File: config.mk
export PLATFORM = sky130hd
export DESIGN_NAME = sfpi_core
export DESIGN_NICKNAME = d
export VERILOG_FILES = /design/src/hw/sfpi_pkg.sv /design/src/hw/sfpi_sync.sv /design/src/hw/sfpi_fifo.sv /design/src/hw/sfpi_core.sv
export SDC_FILE = /design/constraint.sdc
export NUM_CORES = 1
export LEC_CHECK = 0
export BUFFER_PORTS_ARGS = -buffer_cell sky130_fd_sc_hd__buf_2
export CORE_ASPECT_RATIO = 0.9
export CORE_MARGIN = 5
export CORE_UTILIZATION = 41
export CTS_CLUSTER_DIAMETER = 200
export CTS_CLUSTER_SIZE = 28
export DETAILED_ROUTE_END_ITERATION = 12
export GPL_ROUTABILITY_DRIVEN = 0
export PLACE_DENSITY = 0.61
export SYNTH_ARGS = -nofsm -noshare
export SYNTH_HDL_FRONTEND = slang
export SYNTH_HIERARCHICAL = 1
export SYNTH_SLANG_ARGS = --single-unit
export TNS_END_PERCENT = 1
File: constraint.sdc
create_clock -name clk -period 3.5 [get_ports clk]
set_clock_uncertainty 0.2 [all_clocks]
set_input_delay 0.525 -clock clk [delete_from_list [all_inputs] [get_ports clk]]
set_output_delay 0.525 -clock clk [all_outputs]
set_load 0.02 [all_outputs]
File: src/hw/sfpi_pkg.sv
// Purpose: shared constants for the serial flash pin interface
// Assumes: 10 MHz system clock samples the serial clock pins
// Notes: command codes are plain defaults, not fixed by the pins
package sfpi_pkg;
   // frame decoder states
   typedef enum logic [2:0]
   {
      SFPI_IDLE = 3'b000, // deselected, standby
      SFPI_CMD = 3'b001, // shifting the command byte
      SFPI_ADDR = 3'b010, // shifting address bytes
      SFPI_DUMMY = 3'b011, // dummy byte before fast/dual read
      SFPI_READ = 3'b100, // single lane read data
      SFPI_DREAD = 3'b101, // dual lane read data
      SFPI_WDATA = 3'b110, // write data bytes into fifo
      SFPI_SINK = 3'b111 // unknown command, ignore rest of frame
   } sfpi_state_t;
   // command codes (chosen defaults)
   localparam logic [7:0] SFPI_CMD_READ = 8'h03;
   localparam logic [7:0] SFPI_CMD_FREAD = 8'h0B;
   localparam logic [7:0] SFPI_CMD_DREAD = 8'h3B;
   localparam logic [7:0] SFPI_CMD_PROG = 8'h02;
   localparam logic [7:0] SFPI_CMD_ERASE = 8'h20;
   // frame geometry
   localparam logic [4:0] SFPI_ADDR_BITS = 5'h18;
   localparam logic [4:0] SFPI_BYTE_BITS = 5'h08;
   localparam logic [4:0] SFPI_PAIR_COUNT = 5'h04;
   // data fifo
   localparam int SFPI_FIFO_WIDTH = 8;
   localparam int SFPI_FIFO_DEPTH = 8;
   // self-timed busy time, cycles at 10 MHz (100 ns)
   localparam int SFPI_CLK_NS = 100;
   localparam int SFPI_BUSY_US = 2;
   localparam int SFPI_BUSY_CYC = (SFPI_BUSY_US * 1000 + SFPI_CLK_NS - 1) / SFPI_CLK_NS;
   localparam logic [15:0] SFPI_BUSY_CNT = 16'(SFPI_BUSY_CYC);
endpackage

File: src/hw/sfpi_sync.sv
// Purpose: two flip-flop synchroniser for asynchronous pin levels
// Assumes: inputs change slowly compared with clk
// Notes: reset value is a parameter so idle-high pins reset high
`timescale 1ns/1ns
module sfpi_sync
#(
   parameter int WIDTH = 1,
   parameter logic [WIDTH-1:0] INIT = '0
)
(
   // clock and reset
   input wire logic clk,
   input wire logic rst_b,
   // asynchronous in, synchronous out
   input wire logic [WIDTH-1:0] async_in,
   output logic [WIDTH-1:0] sync_out
);
   logic [WIDTH-1:0] meta; // first stage, read only by second stage

   // two stage capture
   always_ff @(posedge clk or negedge rst_b)
   begin
      if (!rst_b)
      begin
         meta <= INIT;
         sync_out <= INIT;
      end
      else
      begin
         meta <= async_in;
         sync_out <= meta;
      end
   end
endmodule

File: src/hw/sfpi_fifo.sv
// Purpose: small synchronous fifo with valid/ready on both sides
// Assumes: single clock domain
// Notes: depth must be a power of two
`timescale 1ns/1ns
module sfpi_fifo
#(
   parameter int WIDTH = 8,
   parameter int DEPTH = 8
)
(
   // clock and reset
   input wire logic clk,
   input wire logic rst_b,
   // fill side
   input wire logic in_valid,
   output logic in_ready,
   input wire logic [WIDTH-1:0] in_data,
   // drain side
   output logic out_valid,
   input wire logic out_ready,
   output logic [WIDTH-1:0] out_data,
   // flush clears both pointers; sfpi_core ties it low
   input wire logic flush
);
   localparam int AW = $clog2(DEPTH);
   logic [WIDTH-1:0] mem [DEPTH]; // storage
   logic [AW:0] wr_ptr; // extra bit tells full from empty
   logic [AW:0] rd_ptr;
   wire do_wr = in_valid && in_ready;
   wire do_rd = out_valid && out_ready;

   assign in_ready = (wr_ptr[AW] == rd_ptr[AW]) || (wr_ptr[AW-1:0] != rd_ptr[AW-1:0]);
   assign out_valid = wr_ptr != rd_ptr;
   assign out_data = mem[rd_ptr[AW-1:0]];

   // pointers
   always_ff @(posedge clk or negedge rst_b)
   begin
      if (!rst_b)
      begin
         wr_ptr <= '0;
         rd_ptr <= '0;
      end
      else if (flush)
      begin
         wr_ptr <= '0;
         rd_ptr <= '0;
      end
      else
      begin
         if (do_wr)
            wr_ptr <= wr_ptr + 1'b1;
         if (do_rd)
            rd_ptr <= rd_ptr + 1'b1;
      end
   end

   // storage has no reset
   always_ff @(posedge clk)
   begin
      if (do_wr)
         mem[wr_ptr[AW-1:0]] <= in_data;
   end
endmodule

File: src/hw/sfpi_core.sv
// Purpose: pin-side frame logic of a small serial flash
// Assumes: clk at 10 MHz oversamples the serial clock (800 ns period)
// Notes: read data comes from the user side, write data goes to fifo
`timescale 1ns/1ns

module sfpi_core
import sfpi_pkg::*;
(
   // clock and reset
   input wire logic clk,
   input wire logic rst_b,
   // serial pins
   input wire logic cs_b,
   input wire logic sck,
   input wire logic si_in,
   output logic si_out,
   output logic si_oe,
   input wire logic so_in,
   output logic so_out,
   output logic so_oe,
   input wire logic wp_b,
   // read data from the array side
   input wire logic [7:0] rd_data,
   output logic rd_req,
   // program data and address toward the array side
   output logic wr_valid,
   input wire logic wr_ready,
   output logic [7:0] wr_data,
   output logic [23:0] addr,
   // status
   output logic busy,
   output logic standby,
   output logic hw_lock,
   output logic frame_active
);
   // synchronised pins; cs and wp idle high, sck idles low (mode 0)
   // each pin's reset value equals its idle level, so that letting go
   // of reset shows no false edge on any of them
   logic cs_s;
   logic sck_s;
   logic si_s;
   logic wp_s;
   logic sck_d; // previous sampled clock
   logic cs_d; // previous sampled chip select
   sfpi_sync #(.WIDTH(4), .INIT(4'h9)) u_sync
   (
      .clk(clk),
      .rst_b(rst_b),
      .async_in({cs_b, sck, si_in, wp_b}),
      .sync_out({cs_s, sck_s, si_s, wp_s})
   );

   // edge decode; sck edges only count inside a frame, so that a host
   // toggling the clock while deselected shifts nothing in or out
   // sck must stay at or below clk/8 for this sampling to see each level
   wire cs_fall = cs_d && !cs_s;
   wire cs_rise = !cs_d && cs_s;
   wire sck_rise = !sck_d && sck_s && !cs_s;
   wire sck_fall = sck_d && !sck_s && !cs_s;

   // frame state
   sfpi_state_t state;
   sfpi_state_t next_state;
   logic [7:0] shift_in; // incoming bits
   logic [4:0] bit_cnt; // bits seen in current field
   logic [7:0] cmd; // captured command
   logic [7:0] shift_out; // outgoing byte
   logic [2:0] out_cnt; // output steps done in byte
   logic [15:0] busy_cnt; // self-timed countdown
   logic out_started; // first byte loaded

   // fifo between pins and array side
   logic fifo_in_valid;
   logic fifo_in_ready;
   logic fifo_out_valid;
   logic fifo_out_ready; // output register can take a byte
   logic [7:0] fifo_out_data;
   wire [7:0] next_shift_in = {shift_in[6:0], si_s};

   // true when a full byte completes on this rising edge
   function automatic logic byte_done(input logic [4:0] cnt);
      byte_done = cnt[2:0] == 3'h7;
   endfunction

   wire byte_end = sck_rise && byte_done(bit_cnt);
   wire addr_end = sck_rise && (bit_cnt == SFPI_ADDR_BITS - 5'h01);
   wire is_read = (state == SFPI_READ) || (state == SFPI_DREAD);
   wire dual = state == SFPI_DREAD;
   wire [2:0] out_last = dual ? 3'(SFPI_PAIR_COUNT - 5'h01) : 3'(SFPI_BYTE_BITS - 5'h01);
   // a fresh byte is fetched on the first fall and after the last step
   // of each byte; the address moves on at that same edge, so the array
   // side always presents the byte that the next load will take
   wire read_load = is_read && sck_fall && (!out_started || out_cnt == out_last);

   // next-state decode
   always_comb
   begin
      next_state = state;
      case (state)
         SFPI_IDLE:
            if (cs_fall)
               next_state = SFPI_CMD;
         SFPI_CMD:
            if (byte_end)
            begin
               if (busy)
                  next_state = SFPI_SINK; // array busy, no new command
               else if (next_shift_in == SFPI_CMD_READ || next_shift_in == SFPI_CMD_FREAD
                        || next_shift_in == SFPI_CMD_DREAD || next_shift_in == SFPI_CMD_PROG
                        || next_shift_in == SFPI_CMD_ERASE)
                  next_state = SFPI_ADDR;
               else
                  next_state = SFPI_SINK;
            end
         SFPI_ADDR:
            if (addr_end)
            begin
               case (cmd)
                  SFPI_CMD_READ: next_state = SFPI_READ;
                  SFPI_CMD_PROG: next_state = SFPI_WDATA;
                  SFPI_CMD_ERASE: next_state = SFPI_SINK;
                  default: next_state = SFPI_DUMMY;
               endcase
            end
         SFPI_DUMMY:
            if (byte_end)
               next_state = (cmd == SFPI_CMD_DREAD) ? SFPI_DREAD : SFPI_READ;
         default:
            next_state = state;
      endcase
      if (cs_rise || cs_s)
         next_state = SFPI_IDLE;
   end

   // state, bit counter and input shifter
   always_ff @(posedge clk or negedge rst_b)
   begin
      if (!rst_b)
      begin
         state <= SFPI_IDLE;
         bit_cnt <= '0;
         shift_in <= '0;
         cmd <= '0;
         addr <= '0;
         sck_d <= 1'b0;
         cs_d <= 1'b1;
      end
      else
      begin
         state <= next_state;
         sck_d <= sck_s;
         cs_d <= cs_s;
         if (next_state != state)
            bit_cnt <= '0;
         else if (sck_rise)
            bit_cnt <= bit_cnt + 5'h01;
         if (sck_rise)
            shift_in <= next_shift_in;
         // a command refused while busy is not kept, so the closing
         // edge of its frame cannot start a cycle on its behalf
         if (state == SFPI_CMD && byte_end)
            cmd <= busy ? 8'h00 : next_shift_in;
         // address shifts in msb first, then counts up per fetched byte
         if (state == SFPI_ADDR && sck_rise)
            addr <= {addr[22:0], si_s};
         else if (read_load)
            addr <= addr + 24'h00_0001; // step past the byte just loaded
      end
   end

   // fifo fill: one write byte per completed byte; a locked device
   // takes no program data at all, and a full fifo drops the byte
   // because the serial side has no way to stall the host
   assign fifo_in_valid = (state == SFPI_WDATA) && byte_end && !hw_lock
                          && fifo_in_ready;
   sfpi_fifo #(.WIDTH(SFPI_FIFO_WIDTH), .DEPTH(SFPI_FIFO_DEPTH)) u_fifo
   (
      .clk(clk),
      .rst_b(rst_b),
      .in_valid(fifo_in_valid),
      .in_ready(fifo_in_ready),
      .in_data(next_shift_in),
      .out_valid(fifo_out_valid),
      .out_ready(fifo_out_ready),
      .out_data(fifo_out_data),
      .flush(1'b0)
   );
   // output register: wr_valid and wr_data come straight from flops;
   // it adds one place, so fifo and register hold nine bytes together
   // and the host must pace program data to the array's drain rate
   assign fifo_out_ready = !wr_valid || wr_ready;
   always_ff @(posedge clk or negedge rst_b)
   begin
      if (!rst_b)
      begin
         wr_valid <= 1'b0;
         wr_data <= '0;
      end
      else if (fifo_out_ready)
      begin
         // refill when empty or when the array takes the held byte
         wr_valid <= fifo_out_valid;
         wr_data <= fifo_out_data;
      end
   end

   // output shifter; launch on falling edges only
   // the pins are released at once when the frame ends or leaves a read
   // state, whatever step the shifter had reached
   always_ff @(posedge clk or negedge rst_b)
   begin
      if (!rst_b)
      begin
         shift_out <= '0;
         out_cnt <= '0;
         out_started <= 1'b0;
         so_out <= 1'b0;
         si_out <= 1'b0;
         so_oe <= 1'b0;
         si_oe <= 1'b0;
         rd_req <= 1'b0;
      end
      else if (!is_read || cs_s)
      begin
         out_started <= 1'b0;
         out_cnt <= '0;
         so_oe <= 1'b0;
         si_oe <= 1'b0;
         rd_req <= 1'b0;
      end
      else
      begin
         rd_req <= 1'b0;
         if (sck_fall)
         begin
            so_oe <= 1'b1;
            si_oe <= dual;
            if (!out_started || out_cnt == out_last)
            begin
               // load a fresh byte and launch its first bit or pair
               out_started <= 1'b1;
               out_cnt <= '0;
               rd_req <= 1'b1;
               so_out <= rd_data[7];
               si_out <= rd_data[6];
               shift_out <= dual ? {rd_data[5:0], 2'b00} : {rd_data[6:0], 1'b0};
            end
            else
            begin
               out_cnt <= out_cnt + 3'h1;
               so_out <= shift_out[7];
               si_out <= shift_out[6];
               shift_out <= dual ? {shift_out[5:0], 2'b00} : {shift_out[6:0], 1'b0};
            end
         end
      end
   end

   // a program or erase frame that closes cleanly while hw_lock is low starts the cycle;
   // a frame cut short in the command or address field starts nothing
   wire cycle_cmd = (cmd == SFPI_CMD_PROG) || (cmd == SFPI_CMD_ERASE);
   wire cycle_start = cs_rise && !busy && !hw_lock && cycle_cmd
                      && ((state == SFPI_WDATA) || (state == SFPI_SINK));

   // self-timed cycle: starts on the closing edge, survives deselect
   // the start takes priority over the countdown in the same cycle
   always_ff @(posedge clk or negedge rst_b)
   begin
      if (!rst_b)
         busy_cnt <= '0;
      else if (cycle_start)
         busy_cnt <= SFPI_BUSY_CNT;
      else if (busy_cnt != '0)
         busy_cnt <= busy_cnt - 16'h0001;
   end

   // status flops; all are registered so that every status pin
   // comes straight from a flop, at one clk of extra latency
   // hw_lock follows the pin level; the pull-up leaves it released
   always_ff @(posedge clk or negedge rst_b)
   begin
      if (!rst_b)
      begin
         busy <= 1'b0;
         standby <= 1'b1;
         hw_lock <= 1'b0;
         frame_active <= 1'b0;
      end
      else
      begin
         // busy covers the start cycle and the countdown down to one, so
         // it stands for exactly the busy count of cycles
         busy <= cycle_start || (busy_cnt > 16'h0001);
         // standby waits for the end of any cycle, the starting one too
         standby <= cs_s && !cycle_start && (busy_cnt <= 16'h0001);
         hw_lock <= !wp_s;
         frame_active <= !cs_s;
      end
   end
endmodule

* After elaboration in Yosys (flattened, before gate mapping)
Memory sizes are Yosys's and may differ from the RTL's. A register that Yosys moved wholly into a read port is not among the register bits.
Index checks and enable logic that the tools add are counted.
Widths: inputs -> output; s select.
** Storage, ports and cells
- Input port bits :: 16
- Memory bits (writable) :: 64
- Register bits after elaboration :: 103
- Output and inout port bits :: 42
- Memories :: 1
** Cells by class
- Muxes and demuxes :: 38
- Order comparisons :: 2
- Add/sub/neg operators :: 6
- Reduce and logical (&&, ||, !) cells :: 57
- Bitwise operators :: 1
- Eq/ne operators :: 23
** Memories
- u_fifo.mem :: words 8, width 8, rd ports 1, clocked after memory_dff 1, write ports 1, line sfpi_fifo.sv:26 : logic [WIDTH-1:0] mem [DEPTH];
** Operator list (number)
- $mux 24 :: 2
- $mux 3 :: 11
- $eq 8x2->1 const B :: 4
- $eq 8x6->1 const B :: 4
- $mux 16 :: 2
- $mux 8 :: 4
- $add 24x1->24 const B :: 1
- $logic_and 1x1->1 :: 23
- $gt 16x1->1 const B :: 1
- $le 16x1->1 const B :: 1
- $reduce_bool 16->1 :: 1
- $sub 16x1->16 const B :: 1
- $eq 3x3->1 const B :: 5
- $mux 1 :: 15
- $logic_or 1x1->1 :: 13
- $logic_not 1->1 :: 12
- $pmux 3 s4 :: 1
- $mux 5 :: 2
- $reduce_bool 2->1 :: 5
- $pmux 3 s3 :: 1
- $add 4x1->4 const B :: 2
- $eq 8x4->1 const B :: 1
- $eq 3x2->1 const B :: 2
- $ne 3x3->1 :: 2
- other kinds (10) :: 11

* Logic depth before layout (Yosys ltp)
- Depth after elaboration :: 12
- Depth in mapped cells :: 10
- Gate-level depth less buffers :: 8

* Cells and area by module
Netlist, hierarchy kept.
** Modules (own cells, without submodules)
- sfpi_core :: seq. area each 2354.8 sq um, cells an instance 511, instances 1, area each 4977.3 sq um
- sfpi_fifo :: seq. area each 2122.0 sq um, cells an instance 171, instances 1, area each 3126.7 sq um
- sfpi_sync :: seq. area each 205.2 sq um, cells an instance 8, instances 1, area each 205.2 sq um

* Least setup slack after synthesis
OpenSTA, ideal clock, no wires.
- Path type :: reg2reg
- Start point :: reg u_fifo.rd_ptr[3]
- End point :: mem u_fifo.mem[2][0] (enable)
- Data required time :: 2905 ps
- Arrival time :: 2322 ps
- Slack :: 583 ps
- Path buffers :: 1
- Cell stages (with the launch flop) :: 9
- Path through :: dfrtp_1 buf_4 xnor2_1 nor4_2 inv_1 nand4b_1 nor2_1 nand2_1 nor4_1
** On the way
- Word-level cells in the longest chain between the ends :: 6
** Ends and longest elaborated chain
- start: declaration :: line sfpi_fifo.sv:28 : logic [AW:0] rd_ptr;
- start signal: assignment :: line sfpi_fifo.sv:54 : rd_ptr <= rd_ptr + 1'b1;
- $eq 1x1->1 :: line sfpi_fifo.sv:32 : assign in_ready = (wr_ptr[AW] == rd_ptr[AW]) || (wr_ptr[AW-1:0] != rd_ptr[AW-1:0]);
- $logic_or 1x1->1 :: line sfpi_fifo.sv:32
- named net fifo_in_ready :: line sfpi_core.sv:74 : logic fifo_in_ready;
- $logic_and 1x1->1 :: line sfpi_core.sv:175 : && fifo_in_ready;
- named net fifo_in_valid :: line sfpi_core.sv:73 : logic fifo_in_valid;
- $logic_and 1x1->1 :: line sfpi_fifo.sv:29 : wire do_wr = in_valid && in_ready;
- $mux 1 :: line sfpi_fifo.sv:61 : if (do_wr)
- $mux 1 (not written as such) :: line sfpi_fifo.sv:62 : mem[wr_ptr[AW-1:0]] <= in_data;
- end: declaration :: line sfpi_fifo.sv:26
The timed path passes the listed nets, and every way through them passes these cells.

* Worst setup path in the final report
- Start point :: reg u_fifo.wr_ptr[2]
- End point :: mem u_fifo.mem[4][6] (enable)
** On the way
- Word-level cells in the longest chain between the ends :: 6
** Ends and longest elaborated chain
- start: declaration :: line sfpi_fifo.sv:27 : logic [AW:0] wr_ptr;
- start signal: assignment :: line sfpi_fifo.sv:52 : wr_ptr <= wr_ptr + 1'b1;
- $ne 3x3->1 :: line sfpi_fifo.sv:32
- $logic_or 1x1->1 :: line sfpi_fifo.sv:32
- named net fifo_in_ready :: line sfpi_core.sv:74
- $logic_and 1x1->1 :: line sfpi_core.sv:175
- named net fifo_in_valid :: line sfpi_core.sv:73
- $logic_and 1x1->1 :: line sfpi_fifo.sv:29
- $mux 1 :: line sfpi_fifo.sv:61
- $mux 1 (not written as such) :: line sfpi_fifo.sv:62
The timed path passes the listed nets, and every way through them passes these cells.

==> metrics.md <==
| Metric | Value |
|---|---|
| Crit path capture type | `flip-flop` |
| Syn Area/Cell | `12.04 sq um` |
| DR pass1 iterations | `5` |
| Via/cell ratio | `5.504` |
| Fmax | `0.3457 GHz` |
| Placed Area | `0.008922 sq mm` |
| Root Buffer | `clkbuf_16` |
| Initial detailed-routing violation count | `457` |
| Final non-filler cell total | `1031` |
| Final Hold Fails | `0` |
| Grt ovf | `0` |
| CTS Buf Count | `17` |
| Initial Utilization | `41.57%` |
| Ys Warns | `6` |
| Pwr dens | `501.1 mW/mm^2` |
| Unrepaired setup endpoints after global routing | `false` |
| Most common cell after layout, fill and taps aside | `dfrtp_1` |
| Post-route minimum period | `2893 ps` |
| Arr. time, crit path | `2830 ps` |
| Synth Area in Compound Gates | `10.39%` |
| CTS sink cnt | `174` |
| Max FO, Critical Path | `11` |
| WP buf/inv | `2` |
| Sequential-to-total area share from yosys stat | `56.35%` |
| Antenna Nets Post-Route | `0` |
| Vias in the first global route | `5734` |
| Nature of the critical path startpoint | `flip-flop` |
| Vias after detailed routing | `5675` |
| Critical Path RT | `3440 ps` |
| Largest stage delay, worst path | `580 ps` |
| Worst hold path class | `flip-flop to flip-flop` |
| Core Box Area | `0.01999 sq mm` |
| TritonCTS clock tree | `built` |
| Simple-gate portion of the synthesized area | `15.46%` |
| Async SR Flop Fraction | `63.22%` |
| Die width | `160.1 microns` |
| Clk_lat worst skew | `440 ps` |
| Main synth FF type | `dfrtp_1` |
| Die H | `145.1 microns` |
| # setup viols final | `0` |
| Slowest cell on the critical path | `dfrtp_1` |
| Total routed wirelength | `17320 microns` |
| WHS | `150.2 ps` |
| Pre-CTS WS | `670.3 ps` |
| Design area | `0.009582 sq mm` |
| Leakage | `3.876 nW` |
| Setup slack after layout | `607.3 ps` |
| Multi-input gate area | `0.003428 sq mm` |
| Post-Syn Area | `0.008309 sq mm` |
| Synth Area in Adders | `1.205%` |
| Mux cell area share after synthesis | `11.17%` |
| Dpl cells | `994` |
| Synth Area in XOR/XNOR | `2.605%` |
| Most frequent cells in the layout | `dfrtp_1 (104), nand2_1 (69), edfxtp_1 (64)` |
| Antenna violations before repair | `0` |
| Row cnt | `49` |
| First-pass GRT wire length | `29150 microns` |
| Setup tns final | `0 ps` |
| H-tree levels | `4` |
| WL/cell | `16.80 microns` |
| Hpwl dp | `11880 microns` |
| Final Max Tran Viols | `0` |
| Largest family of logic cells by synthesized area | `simple AND/OR/NAND/NOR gates` |
| Fraction of layout instances using a drive strength above 1 | `23.45%` |
| Period utilization | `82.65%` |
| Area Growth Syn to Fin | `15.31%` |
| Register area | `0.004682 sq mm` |
| Top post-synthesis cells by area | `dfrtp_1 (31%), edfxtp_1 (23%), mux4_2 (4.3%), mux2_2 (4.2%), nand2_1 (3.1%)` |
| Synth unique cells | `80` |
| Largest net degree at the start of global routing | `65` |
| DR DRC count | `0` |
| # IOs | `58` |
| Status | `finished clean` |
| Slew headroom | `55.08%` |
| Fill cells | `1783` |
| Gate Count Post-Synth | `690` |
| Worst Tran Pin Value | `672.4 ps` |
| NumNets Final | `787` |
| CTS max path bufs | `2` |
| Post-CTS Setup Bufs | `0` |
| Die ar. | `0.02322 sq mm` |
| Number of flops mapped to enable cells by yosys | `64` |
| Worst path cell trace | `xor2_1 > nor4_2 > inv_1 > nand4b_1 > nor2_1 > nand2_1 > nor4_1 > buf_4` |
| IO Port Bufs | `56` |
| Antenna Cells | `0` |
| CP delay by family, top | `simple AND/OR/NAND/NOR gates` |
| Synth area leader | `dfrtp_1` |
| Post-synth top area share | `31.32%` |
| Synthesized flop and latch total | `174` |
| Type of the worst setup path | `flip-flop to flip-flop` |
| Max IR drop VDD | `0.3312 mV` |
| Tot GR Track Use | `15.37%` |
| Worst-path clk slew | `70 ps` |
| Max cap viols | `0` |
power breakdown:
group / switching (mW) / leakage, nW / total, mW / internal, mW
clock: 0.850 / 0.283 / 1.93 / 1.08
sequential: 0.146 / 2.00 / 2.42 / 2.28
combinational: 0.241 / 1.59 / 0.447 / 0.206
Yosys cell counts, drive strengths merged, types with 7 or more instances:
cell and n:
clkbuf 15, buf 17, mux4 16, mux2i 17, inv 16, nand2 69, o211ai 8, nand4 17
mux2 35, edfxtp 64, nand2b 18, ha 8, xnor2 14, o41ai 7, nor3 24, nor4 11
nor2 51, xor2 9, a21oi 34, dfrtp 104, nand3 9, o21ai 39
state kept, by name, summed over array words and instances (netlist names), 4 cells and up:
register         count
wr_data              8
u_fifo/wr_ptr        4
addr                24
u_sync/sync_out      4
bit_cnt              5
cmd                  8
shift_in             7
u_sync/meta          4
u_fifo/rd_ptr        4
u_fifo/mem          64
busy_cnt            16
shift_out            7
cell families after synthesis:
kind of cell             after synthesis
adder cells (fa/ha/maj)                8
multiplexers                          68
AO/OA/AOI/OAI                        127
buffers and inverters                 48
other                                  1
AND/OR/NAND/NOR                      241
flip-flops                           174
XOR/XNOR                              23
through the flow:
step,power [mW],util (%)
4_1_cts,4.865,47.94
3_5_place_dp,2.920,44.64
2_1_floorplan,2.734,-
6_report,4.802,47.94
5_1_grt,5.015,47.94
3_3_place_gp,2.899,44.64
area by class of cell:
class | count | share of cell area (%)
Sequential cell | 174 | 48.86
Inverter | 16 | 0.6529
Clock buffer | 18 | 4.479
Tap cell | 255 | 3.330
Clock inverter | 14 | 1.880
Timing Repair Buffer | 79 | 5.014
Multi-Input combinational cell | 475 | 35.78
what timing repair did:
item                                   CTS  global route
gates resized for setup                  0             0
setup endpoints to repair                0             0
hold buffers                             5             0
endpoints found under the hold margin   47             0
per-layer routing:
layer	track usage, %	routed length [microns]	up-vias
li1	-	-	2715
met1	20.25	7721	2811
met2	25.15	8664	129
met3	3.687	704	20
met4	5.118	230	0
met5	0	0	-
worst paths after layout:
path	from	to	slack (ps)	depth (start not counted)
hold reg to reg	u_sync/meta[2]	u_sync/sync_out[2]	150	0
max in group asynchronous	rst_b	u_sync/meta[0]	1790	3
setup / recovery	u_fifo/wr_ptr[2]	u_fifo/mem[4][6]	610	8
setup reg to reg	u_fifo/wr_ptr[2]	u_fifo/mem[4][6]	610	8
hold / removal	u_sync/meta[2]	u_sync/sync_out[2]	150	0
min in group asynchronous	rst_b	wr_data[5]	440	2
Note: power is estimated with default switching activity, not from simulation.
